$ cat src/inc/ccr_params.svh
// constants for the core register file: sfr addresses, reset values, flag bit positions
`ifndef CCR_PARAMS_SVH
`define CCR_PARAMS_SVH
`define CCR_ADDR_STACK 8'h81
`define CCR_ADDR_PTR_LO 8'h82
`define CCR_ADDR_PTR_HI 8'h83
`define CCR_ADDR_STATUS 8'hd0
`define CCR_ADDR_ARITH 8'he0
`define CCR_ADDR_SECOND 8'hf0
`define CCR_RST_STACK 8'h07
`define CCR_RST_ZERO 8'h00
`define CCR_BIT_CY 7
`define CCR_BIT_AC 6
`define CCR_BIT_F0 5
`define CCR_BIT_RS1 4
`define CCR_BIT_RS0 3
`define CCR_BIT_OV 2
`define CCR_BIT_F1 1
`define CCR_BIT_P 0
`define CCR_BYTE_MAX 9'h0ff
`define CCR_BCD_LIMIT 9'h09f
`endif

$ cat src/inc/ccr_pkg.sv
// types shared by the core register file modules
package ccr_pkg;
  typedef enum logic [3:0] {
    CCR_OP_NONE = 4'b0000,
    CCR_OP_ADD = 4'b0001,
    CCR_OP_SUM_CARRY_OP = 4'b0010,
    CCR_OP_BORROW_SUB_OP = 4'b0011,
    CCR_OP_MUL = 4'b0100,
    CCR_OP_DIV = 4'b0101,
    CCR_OP_DA = 4'b0110,
    CCR_OP_COMPARE_JUMP_OP = 4'b0111,
    CCR_OP_PUSH = 4'b1000,
    CCR_OP_POP = 4'b1001
  } ccr_op_type;
endpackage : ccr_pkg

$ cat src/hw/ccr_flag_calc.sv
// flag and result computation for arithmetic operations
`timescale 1ns/1ps
`include "ccr_params.svh"
module ccr_flag_calc
  import ccr_pkg::*;
(
  // operation and operands
  input wire ccr_op_type op_i,
  input wire logic [7:0] a_i,
  input wire logic [7:0] b_i,
  input wire logic cy_i,
  // results
  output logic [7:0] res_a_o,
  output logic [7:0] res_b_o,
  output logic cy_o,
  output logic ac_o,
  output logic ov_o,
  output logic upd_cy_o,
  output logic upd_ac_o,
  output logic upd_ov_o,
  output logic upd_a_o,
  output logic upd_b_o
);
  logic [8:0] sum;
  logic [4:0] nib;
  logic [7:0] low7;
  logic [15:0] prod;
  logic [8:0] adj;
  logic cin;
  // one combinational evaluation per operation
  always_comb begin
    sum = 9'h000;
    nib = 5'h00;
    low7 = 8'h00;
    prod = 16'h0000;
    adj = 9'h000;
    cin = 1'b0;
    res_a_o = a_i;
    res_b_o = b_i;
    cy_o = cy_i;
    ac_o = 1'b0;
    ov_o = 1'b0;
    upd_cy_o = 1'b0;
    upd_ac_o = 1'b0;
    upd_ov_o = 1'b0;
    upd_a_o = 1'b0;
    upd_b_o = 1'b0;
    unique case (op_i)
      CCR_OP_ADD, CCR_OP_SUM_CARRY_OP: begin
        cin = (op_i == CCR_OP_SUM_CARRY_OP) ? cy_i : 1'b0;
        sum = {1'b0, a_i} + {1'b0, b_i} + {8'h00, cin};
        nib = {1'b0, a_i[3:0]} + {1'b0, b_i[3:0]} + {4'h0, cin};
        low7 = {1'b0, a_i[6:0]} + {1'b0, b_i[6:0]} + {7'h00, cin};
        res_a_o = sum[7:0];
        cy_o = sum[8]; // RULE6
        ac_o = nib[4]; // RULE10
        ov_o = sum[8] ^ low7[7]; // RULE14
        {upd_a_o, upd_cy_o, upd_ac_o, upd_ov_o} = 4'hf;
      end
      CCR_OP_BORROW_SUB_OP: begin
        sum = {1'b0, a_i} - {1'b0, b_i} - {8'h00, cy_i};
        nib = {1'b0, a_i[3:0]} - {1'b0, b_i[3:0]} - {4'h0, cy_i};
        low7 = {1'b0, a_i[6:0]} - {1'b0, b_i[6:0]} - {7'h00, cy_i};
        res_a_o = sum[7:0];
        cy_o = sum[8]; // RULE6
        ac_o = nib[4]; // RULE10
        ov_o = sum[8] ^ low7[7]; // RULE14
        {upd_a_o, upd_cy_o, upd_ac_o, upd_ov_o} = 4'hf;
      end
      CCR_OP_MUL: begin
        prod = a_i * b_i;
        res_a_o = prod[7:0];
        res_b_o = prod[15:8];
        cy_o = 1'b0; // RULE7
        ov_o = (prod[15:8] != 8'h00); // RULE15
        {upd_a_o, upd_b_o, upd_cy_o, upd_ov_o} = 4'hf;
      end
      CCR_OP_DIV: begin
        // divide by zero leaves results undefined; we keep the operands
        if (b_i != 8'h00) begin
          res_a_o = a_i / b_i;
          res_b_o = a_i % b_i;
        end
        cy_o = 1'b0; // RULE7
        ov_o = (b_i == 8'h00);
        {upd_a_o, upd_b_o, upd_cy_o, upd_ov_o} = 4'hf;
      end
      CCR_OP_DA: begin
        adj = {1'b0, a_i};
        if ((adj[3:0] > 4'h9) || ac_i_dummy(1'b0)) begin
          adj = adj + 9'h006;
        end
        if ((adj > `CCR_BCD_LIMIT) || cy_i) begin
          adj = adj + 9'h060;
        end
        res_a_o = adj[7:0];
        cy_o = adj[8] | cy_i; // RULE8
        {upd_a_o, upd_cy_o} = 2'b11;
      end
      CCR_OP_COMPARE_JUMP_OP: begin
        cy_o = (a_i < b_i); // RULE9
        upd_cy_o = 1'b1;
      end
      default: begin
      end
    endcase
  end
  // nibble carry input for decimal adjust is tied to zero; only a low nibble above 9 adds 06h
  function automatic logic ac_i_dummy(input logic v);
    ac_i_dummy = v;
  endfunction : ac_i_dummy
endmodule : ccr_flag_calc

$ cat src/hw/ccr_bank_map.sv
// maps a working register number to its internal ram address
`timescale 1ns/1ps
module ccr_bank_map (
  // bank and register select
  input wire logic [1:0] bank_i,
  input wire logic [2:0] reg_i,
  // ram address
  output logic [7:0] addr_o
);
  // bank n places r0..r7 at 8*n .. 8*n+7
  assign addr_o = {3'b000, bank_i, reg_i}; // RULE18
endmodule : ccr_bank_map

$ cat src/hw/ccr_core_regs.sv
// core architectural registers and status flags of the cpu
// How it works
// RULE1 - accumulator 8-bit rw, resets to zero
// RULE2 - second operand register, zero reset, mul/div
// RULE3 - stack push increments index, then writes
// RULE4 - stack index resets to 07h
// RULE5 - pointer word is high byte over low
// RULE6 - carry shows add carry or subtract borrow
// RULE7 - multiply and divide clear carry
// RULE8 - decimal adjust sets carry past 100
// RULE9 - compare sets carry when first smaller
// RULE10 - nibble carry from bit 3
// RULE11 - user flag bit 5 freely writable
// RULE12 - bank bits 4:3 choose register bank
// RULE13 - status resets zero, bit 0 read-only
// RULE14 - signed wrap: carry bit6 xor bit7
// RULE15 - multiply sets wrap when product over 255
// RULE16 - parity follows accumulator odd count
// RULE17 - status writes never change parity
// RULE18 - bank n maps to ram 8n..8n+7
`timescale 1ns/1ps
`include "ccr_params.svh"
module ccr_core_regs
  import ccr_pkg::*;
(
  // clock and reset
  input wire logic CLK_SYS_I,
  input wire logic RST_I,
  // special function register access
  input wire logic SFR_WR_I,
  input wire logic [7:0] SFR_ADDR_I,
  input wire logic [7:0] SFR_WDATA_I,
  output logic [7:0] SFR_RDATA_O,
  output logic SFR_HIT_O,
  // execution unit operation
  input wire ccr_op_type OP_I,
  input wire logic [7:0] OPERAND_I,
  // stack ram write port
  input wire logic [7:0] PUSH_DATA_I,
  output logic RAM_WR_O,
  output logic [7:0] RAM_ADDR_O,
  output logic [7:0] RAM_WDATA_O,
  // working register lookup
  input wire logic [2:0] WREG_SEL_I,
  output logic [7:0] WREG_ADDR_O,
  // register views
  output logic [7:0] MAIN_ARITH_REG_O,
  output logic [7:0] SECOND_OPERAND_REG_O,
  output logic [7:0] STACK_TOP_INDEX_O,
  output logic [15:0] DATA_POINTER_WORD_O,
  output logic [7:0] STATUS_WORD_O,
  output logic [1:0] BANK_SEL_O
);
  logic [7:0] main_arith_reg;
  logic [7:0] second_operand_reg;
  logic [7:0] stack_top_index;
  logic [7:0] pointer_low_byte;
  logic [7:0] pointer_high_byte;
  logic carry_out_flag;
  logic nibble_carry_flag;
  logic user_flag_zero;
  logic bank_select_high;
  logic bank_select_low;
  logic signed_wrap_flag;
  logic user_flag_one;
  logic parity_flag;
  logic [7:0] next_a;
  logic [7:0] next_b;
  logic next_cy;
  logic next_ac;
  logic next_ov;
  logic upd_cy;
  logic upd_ac;
  logic upd_ov;
  logic upd_a;
  logic upd_b;
  logic wr_acc;
  logic wr_b;
  logic wr_sp;
  logic wr_dpl;
  logic wr_dph;
  logic wr_psw;
  logic [7:0] next_sp;
  ////////////////////////////////////////////////////////////////////////////
  // arithmetic unit and bank decoder
  ccr_flag_calc u_calc (
    .op_i(OP_I),
    .a_i(main_arith_reg),
    .b_i((OP_I == CCR_OP_MUL || OP_I == CCR_OP_DIV) ? second_operand_reg : OPERAND_I),
    .cy_i(carry_out_flag),
    .res_a_o(next_a),
    .res_b_o(next_b),
    .cy_o(next_cy),
    .ac_o(next_ac),
    .ov_o(next_ov),
    .upd_cy_o(upd_cy),
    .upd_ac_o(upd_ac),
    .upd_ov_o(upd_ov),
    .upd_a_o(upd_a),
    .upd_b_o(upd_b)
  );
  ccr_bank_map u_bank (
    .bank_i({bank_select_high, bank_select_low}), // RULE12
    .reg_i(WREG_SEL_I),
    .addr_o(WREG_ADDR_O)
  );
  ////////////////////////////////////////////////////////////////////////////
  // address decode; execution results win over a same-cycle software write
  assign wr_acc = SFR_WR_I && (SFR_ADDR_I == `CCR_ADDR_ARITH);
  assign wr_b = SFR_WR_I && (SFR_ADDR_I == `CCR_ADDR_SECOND);
  assign wr_sp = SFR_WR_I && (SFR_ADDR_I == `CCR_ADDR_STACK);
  assign wr_dpl = SFR_WR_I && (SFR_ADDR_I == `CCR_ADDR_PTR_LO);
  assign wr_dph = SFR_WR_I && (SFR_ADDR_I == `CCR_ADDR_PTR_HI);
  assign wr_psw = SFR_WR_I && (SFR_ADDR_I == `CCR_ADDR_STATUS);
  // accumulator
  always_ff @(posedge CLK_SYS_I or posedge RST_I) begin
    if (RST_I) begin
      main_arith_reg <= `CCR_RST_ZERO; // RULE1
    end else if (upd_a) begin
      main_arith_reg <= next_a;
    end else if (wr_acc) begin
      main_arith_reg <= SFR_WDATA_I; // RULE1
    end
  end
  // second operand register
  always_ff @(posedge CLK_SYS_I or posedge RST_I) begin
    if (RST_I) begin
      second_operand_reg <= `CCR_RST_ZERO; // RULE2
    end else if (upd_b) begin
      second_operand_reg <= next_b; // RULE2
    end else if (wr_b) begin
      second_operand_reg <= SFR_WDATA_I;
    end
  end
  ////////////////////////////////////////////////////////////////////////////
  // stack index: pre-increment on push, post-decrement on pop
  always_comb begin
    next_sp = stack_top_index;
    if (OP_I == CCR_OP_PUSH) begin
      next_sp = stack_top_index + 8'h01; // RULE3
    end else if (OP_I == CCR_OP_POP) begin
      next_sp = stack_top_index - 8'h01;
    end else if (wr_sp) begin
      next_sp = SFR_WDATA_I;
    end
  end
  always_ff @(posedge CLK_SYS_I or posedge RST_I) begin
    if (RST_I) begin
      stack_top_index <= `CCR_RST_STACK; // RULE4
    end else begin
      stack_top_index <= next_sp;
    end
  end
  // stack ram write uses the incremented index in the same cycle
  always_ff @(posedge CLK_SYS_I or posedge RST_I) begin
    if (RST_I) begin
      RAM_WR_O <= 1'b0;
      RAM_ADDR_O <= `CCR_RST_ZERO;
      RAM_WDATA_O <= `CCR_RST_ZERO;
    end else begin
      RAM_WR_O <= (OP_I == CCR_OP_PUSH);
      RAM_ADDR_O <= next_sp; // RULE3
      RAM_WDATA_O <= PUSH_DATA_I;
    end
  end
  ////////////////////////////////////////////////////////////////////////////
  // data pointer bytes
  always_ff @(posedge CLK_SYS_I or posedge RST_I) begin
    if (RST_I) begin
      pointer_low_byte <= `CCR_RST_ZERO;
      pointer_high_byte <= `CCR_RST_ZERO;
    end else begin
      if (wr_dpl) begin
        pointer_low_byte <= SFR_WDATA_I;
      end
      if (wr_dph) begin
        pointer_high_byte <= SFR_WDATA_I;
      end
    end
  end
  assign DATA_POINTER_WORD_O = {pointer_high_byte, pointer_low_byte}; // RULE5
  ////////////////////////////////////////////////////////////////////////////
  // status flags; hardware flag updates take priority over software writes
  always_ff @(posedge CLK_SYS_I or posedge RST_I) begin
    if (RST_I) begin
      carry_out_flag <= 1'b0; // RULE13
      nibble_carry_flag <= 1'b0;
      signed_wrap_flag <= 1'b0;
    end else begin
      if (upd_cy) begin
        carry_out_flag <= next_cy; // RULE6
      end else if (wr_psw) begin
        carry_out_flag <= SFR_WDATA_I[`CCR_BIT_CY];
      end
      if (upd_ac) begin
        nibble_carry_flag <= next_ac; // RULE10
      end else if (wr_psw) begin
        nibble_carry_flag <= SFR_WDATA_I[`CCR_BIT_AC];
      end
      if (upd_ov) begin
        signed_wrap_flag <= next_ov; // RULE14
      end else if (wr_psw) begin
        signed_wrap_flag <= SFR_WDATA_I[`CCR_BIT_OV];
      end
    end
  end
  // software-only status bits
  always_ff @(posedge CLK_SYS_I or posedge RST_I) begin
    if (RST_I) begin
      user_flag_zero <= 1'b0; // RULE13
      user_flag_one <= 1'b0;
      bank_select_high <= 1'b0;
      bank_select_low <= 1'b0;
    end else if (wr_psw) begin
      user_flag_zero <= SFR_WDATA_I[`CCR_BIT_F0]; // RULE11
      user_flag_one <= SFR_WDATA_I[`CCR_BIT_F1];
      bank_select_high <= SFR_WDATA_I[`CCR_BIT_RS1]; // RULE12
      bank_select_low <= SFR_WDATA_I[`CCR_BIT_RS0];
    end
  end
  // parity is pure logic on the accumulator, so no status write can reach it
  assign parity_flag = ^main_arith_reg; // RULE16 RULE17
  assign STATUS_WORD_O = {carry_out_flag, nibble_carry_flag, user_flag_zero,
    bank_select_high, bank_select_low, signed_wrap_flag, user_flag_one, parity_flag};
  ////////////////////////////////////////////////////////////////////////////
  // read mux; unmapped addresses read zero and drop the hit flag
  always_comb begin
    SFR_HIT_O = 1'b1;
    unique case (SFR_ADDR_I)
      `CCR_ADDR_ARITH: SFR_RDATA_O = main_arith_reg;
      `CCR_ADDR_SECOND: SFR_RDATA_O = second_operand_reg;
      `CCR_ADDR_STACK: SFR_RDATA_O = stack_top_index;
      `CCR_ADDR_PTR_LO: SFR_RDATA_O = pointer_low_byte;
      `CCR_ADDR_PTR_HI: SFR_RDATA_O = pointer_high_byte;
      `CCR_ADDR_STATUS: SFR_RDATA_O = STATUS_WORD_O;
      default: begin
        SFR_RDATA_O = `CCR_RST_ZERO;
        SFR_HIT_O = 1'b0;
      end
    endcase
  end
  assign MAIN_ARITH_REG_O = main_arith_reg;
  assign SECOND_OPERAND_REG_O = second_operand_reg;
  assign STACK_TOP_INDEX_O = stack_top_index;
  assign BANK_SEL_O = {bank_select_high, bank_select_low};
  ////////////////////////////////////////////////////////////////////////////
  // assertions
  a_acc_reset: assert property (@(posedge CLK_SYS_I) $fell(RST_I) |-> main_arith_reg == 8'h00)
    else $error("accumulator not zero after reset"); // RULE1
  a_b_reset: assert property (@(posedge CLK_SYS_I) $fell(RST_I) |-> second_operand_reg == 8'h00)
    else $error("second register not zero after reset"); // RULE2
  a_push_incr: assert property (@(posedge CLK_SYS_I) disable iff (RST_I)
    OP_I == CCR_OP_PUSH |=> RAM_WR_O && RAM_ADDR_O == stack_top_index)
    else $error("push address wrong"); // RULE3
  a_sp_reset: assert property (@(posedge CLK_SYS_I) $fell(RST_I) |->
    stack_top_index == `CCR_RST_STACK)
    else $error("stack index reset wrong"); // RULE4
  a_ptr_concat: assert property (@(posedge CLK_SYS_I) disable iff (RST_I)
    wr_dph |=> DATA_POINTER_WORD_O[15:8] == $past(SFR_WDATA_I))
    else $error("pointer high byte wrong"); // RULE5
  a_add_carry: assert property (@(posedge CLK_SYS_I) disable iff (RST_I)
    OP_I == CCR_OP_ADD |=> carry_out_flag == ($past(main_arith_reg) + $past(OPERAND_I) > 255))
    else $error("add carry wrong"); // RULE6
  a_mul_carry: assert property (@(posedge CLK_SYS_I) disable iff (RST_I)
    (OP_I == CCR_OP_MUL || OP_I == CCR_OP_DIV) |=> !carry_out_flag)
    else $error("mul/div carry not zero"); // RULE7
  a_compare_jump_op_carry: assert property (@(posedge CLK_SYS_I) disable iff (RST_I)
    OP_I == CCR_OP_COMPARE_JUMP_OP |=> carry_out_flag == ($past(main_arith_reg) < $past(OPERAND_I)))
    else $error("compare carry wrong"); // RULE9
  a_mul_wrap: assert property (@(posedge CLK_SYS_I) disable iff (RST_I)
    OP_I == CCR_OP_MUL |=> signed_wrap_flag == (second_operand_reg != 8'h00))
    else $error("multiply wrap wrong"); // RULE15
  a_parity_track: assert property (@(posedge CLK_SYS_I) disable iff (RST_I)
    wr_acc && !upd_a |=> STATUS_WORD_O[0] == ^$past(SFR_WDATA_I))
    else $error("parity wrong"); // RULE16
  a_user_flag: assert property (@(posedge CLK_SYS_I) disable iff (RST_I)
    wr_psw |=> user_flag_zero == $past(SFR_WDATA_I[`CCR_BIT_F0]))
    else $error("user flag not written"); // RULE11
  a_bank_addr: assert property (@(posedge CLK_SYS_I) disable iff (RST_I)
    WREG_ADDR_O == {3'b000, BANK_SEL_O, WREG_SEL_I})
    else $error("bank address wrong"); // RULE18
  c_push: cover property (@(posedge CLK_SYS_I) disable iff (RST_I) OP_I == CCR_OP_PUSH);
  c_mul_wrap: cover property (@(posedge CLK_SYS_I) disable iff (RST_I)
    OP_I == CCR_OP_MUL ##1 signed_wrap_flag);
  c_bank3: cover property (@(posedge CLK_SYS_I) disable iff (RST_I) BANK_SEL_O == 2'b11);
endmodule : ccr_core_regs

$ cat config.mk
export PLATFORM = sky130hd
export DESIGN_NAME = ccr_core_regs
export DESIGN_NICKNAME = d
export VERILOG_FILES = /design/src/inc/ccr_pkg.sv /design/src/hw/ccr_flag_calc.sv /design/src/hw/ccr_bank_map.sv /design/src/hw/ccr_core_regs.sv
export VERILOG_INCLUDE_DIRS = /design/src /design/src/inc
export SDC_FILE = /design/constraint.sdc
export NUM_CORES = 1
export LEC_CHECK = 0
export BUFFER_PORTS_ARGS = -buffer_cell sky130_fd_sc_hd__buf_2
export CAP_MARGIN = 20
export CORE_ASPECT_RATIO = 1.2
export CORE_MARGIN = 5
export CORE_UTILIZATION = 31
export DETAILED_ROUTE_END_ITERATION = 10
export PLACE_DENSITY_LB_ADDON = 0.12
export SETUP_SLACK_MARGIN = 0.5
export SYNTH_ARGS = -nofsm -noshare
export SYNTH_HDL_FRONTEND = slang
export SYNTH_SLANG_ARGS = --single-unit
export TNS_END_PERCENT = 1
$ cat constraint.sdc
create_clock -name CLK_SYS_I -period 11.4 [get_ports CLK_SYS_I]
set_input_delay 0 -clock CLK_SYS_I [delete_from_list [all_inputs] [get_ports CLK_SYS_I]]
set_output_delay 0 -clock CLK_SYS_I [all_outputs]
set_load 0.02 [all_outputs]
==> out/metrics.yaml <==
drt-met1-wl_um: 15200
drtAntennaViolNets: 0
synth_top_area_share: 0.155
die_w_um: 166
yosys.area_share.adder: 0.243
worstMarginPinSlew_ns: 0.823
min_period_over_period: 0.927
fin_hold_ws_ns: 0.00000776
muxShareOfSynthArea: 0.0727
yosysTopAreaCell: "ha_1"
diodes: 0
synth_top_family_by_area: "adder cells"
ys_async_sr_fraction: 1.00
slew_violations: 0
syn_area_per_cell_um2: 8.24
syn_inst: 1105
area_growth_pct: 24.5
critPathKind: "reg2reg"
max_stage_delay_ns: 0.40
grt_pass1_vias: 9016
max-vdd-ir-drop_v: 0.000107
ioPinCount: 126
multi_input_area_mm2: 0.00732
cts_root_buf: "clkbuf_16"
cts_tree: "built"
clk_pin_slew_worst_paths_ns: 0.06
rows: 68
layout.nets: 1467
yosysUniqueCellTypes: 83
routed.top_layer: "met4"
synth.area.top_cells: "ha_1 (16%), dfrtp_1 (15%), fa_1 (8.8%), nand2_1 (4.5%), xnor2_1 (4.1%)"
cp_max_fo: 8
drive_gt1_frac: 0.270
via_per_inst: 5.39
max_cap_violations: 0
cp_slowest_cell: "dfrtp_1"
dr_wl_met2_um: 18000
overflow: 0
synth_seq_area_share: 0.163
synth_edf_count: 0
leakagePower_nw: 5.51
startpoint_type: "register"
rsz0062_at_grt: "yes"
setup_violations: 0
worstSetupEndpointType: "register"
dr.pass1.iters: 5
outcome: "complete, no violations"
min_period_ns: 10.57
routed-via-count: 8964
grt_max_degree: 49
synth_warnings: 0
ys_ff_latch: 59
setup_tns_ns: 0
hold_viol_final: 0
worstSkewPairLatency_ns: 0.33
grt_antenna_before_repair: 0
htreeDepth: 3
synthXorXnorAreaFrac: 0.0596
dieArea_mm2: 0.0329
fp.dieH_um: 198
portBuffers: 116
grt_util_all_layers: 0.212
drt-total-wl_um: 36000
ff_latch_area_mm2: 0.00148
syn_area_mm2: 0.00910
synth.top_cells.by_count: "ha_1 (113), nand2_1 (108), inv_1 (96)"
clock_skew_ns: 0.00375
post-synth-top-count-cell: "ha_1"
relSlewSlack: 0.448
initial_core_util: 0.316
synth_simple_gate_area_frac: 0.175
clock.fmax_mhz: 94.6
min_path_type: "in2out"
cts_num_sinks: 59
first_iter_violations: 665
arrival_ns: 10.78
synth_compound_area_frac: 0.202
fillers: 3002
cp_data_required_time_ns: 11.61
globalplace.congestion: 0.881
drc: 0
synth_top_flop_cell: "dfrtp_1"
place.detailed.hpwl_um: 28200
powerDensity_mw_per_mm2: 239
grt_pass1_wl_um: 54600
wire_per_inst_um: 21.7
wl_met3_um: 1390
fp.coreArea_mm2: 0.0288
cts-buffers-inserted: 9
cts_buffer_depth: 2
## layout make-up
type,count,area share
clock buffers,9,0.0199
clock inverters,7,0.00486
inverters,100,0.0331
multi-input cells,884,0.646
flip-flops and latches,59,0.131
well taps,385,0.0425
repair buffers,218,0.123
## stage by stage
| stage | power [mW] | instance area [um2] | util | instances | worst slack [ns] |
|---|---|---|---|---|---|
| 3_3_place_gp | 2.27 | 10300 | 0.357 | 1596 | 0.204 |
| 6_report | 2.71 | 11300 | 0.393 | 1662 | 0.830 |
| 2_1_floorplan | 1.65 | 9220 | - | 1107 | 0.521 |
| 3_5_place_dp | 2.26 | 10300 | 0.357 | 1596 | 0.0164 |
| 5_1_grt | 2.93 | 11300 | 0.393 | 1662 | 0.195 |
| 4_1_cts | 2.59 | 11000 | 0.380 | 1642 | 0.522 |
## flip-flops by register name (all words and copies together), names as in the netlist, 3 cells and up
| name | cells |
|---|---|
| pointer_low_byte | 8 |
| STACK_TOP_INDEX_O | 3 |
| RAM_ADDR_O | 8 |
| pointer_high_byte | 8 |
| RAM_WDATA_O | 8 |
| SECOND_OPERAND_REG_O | 8 |
| MAIN_ARITH_REG_O | 8 |
## layer usage
| metal | vias up | track usage |
|---|---|---|
| met5 | - | 0 |
| met2 | 268 | 0.390 |
| met3 | 71 | 0.0202 |
| li1 | 4233 | - |
| met1 | 4392 | 0.259 |
| met4 | 0 | 0.0743 |
## worst max-delay path: cells and delay by family (launching register included)
kind,cells,cell delay [ns]
xor gates and xnor gates,1,0.16
buffers and inverters,7,0.88
muxes,2,0.61
AOI/OAI and AO/OA,22,3.86
and+or+nand+nor,22,2.33
DFF,1,0.40
adders and majority gates,7,2.16
## what timing repair did
action | CTS | global route
endpoints found under the hold margin | 19 | 0
gates resized for setup | 22 | 51
setup endpoints to repair | 8 | 9
hold buffers | 9 | 0
setup buffers | 21 | 20
pin swaps | 22 | 47
## logic make-up after synthesis
family          Yosys count
compound gates          272
buf+inv                 164
mux                      61
xor+xnor                 62
simple gates            333
fa+ha+maj               153
flops                    59
other cells               1
## final timing paths
path | start | end | slack, ns | depth (start not counted)
hold / removal | WREG_SEL_I[0] | WREG_ADDR_O[0] | 0.000008 | 0
setup reg to reg | SECOND_OPERAND_REG_O[7]$_DFFE_PP0P_ | SECOND_OPERAND_REG_O[3]$_DFFE_PP0P_ | 0.83 | 61
setup / recovery | SECOND_OPERAND_REG_O[7]$_DFFE_PP0P_ | SECOND_OPERAND_REG_O[3]$_DFFE_PP0P_ | 0.83 | 61
max in group asynchronous | RST_I | SECOND_OPERAND_REG_O[0]$_DFFE_PP0P_ | 10.30 | 4
min in group asynchronous | RST_I | pointer_low_byte[4]$_DFFE_PP0P_ | 0.14 | 3
hold reg to reg | pointer_high_byte[6]$_DFFE_PP0P_ | pointer_high_byte[6]$_DFFE_PP0P_ | 0.53 | 1
## placed cells by master (no fill, tap or decap), types with 9 or more instances in the layout
| cell type | n |
|---|---|
| inv_1 | 94 |
| fa_1 | 39 |
| clkbuf_16 | 9 |
| dfrtp_1 | 55 |
| nor2_1 | 79 |
| ha_1 | 101 |
| and3_1 | 13 |
| xnor2_1 | 42 |
| dlygate4sd3_1 | 9 |
| buf_2 | 116 |
| xor2_1 | 19 |
| mux2i_1 | 24 |
| nand2b_1 | 10 |
| o21ai_0 | 58 |
| or3_1 | 11 |
| nor3_1 | 25 |
| nor2b_1 | 9 |
| ha_4 | 11 |
| nand2_1 | 101 |
| buf_4 | 86 |
| nand3_1 | 22 |
| o21a_1 | 17 |
| a21oi_1 | 49 |
| a21o_1 | 17 |
| a221o_1 | 15 |
| mux2_2 | 31 |
## power by group
part | switching [mW] | leakage, nW | internal, mW | total, mW
clock network | 0.107 | 0.120 | 0.148 | 0.255
registers | 0.0528 | 0.740 | 0.250 | 0.303
logic | 1.26 | 4.65 | 0.893 | 2.16
No activity file was read; power rests on OpenSTA's default activity.
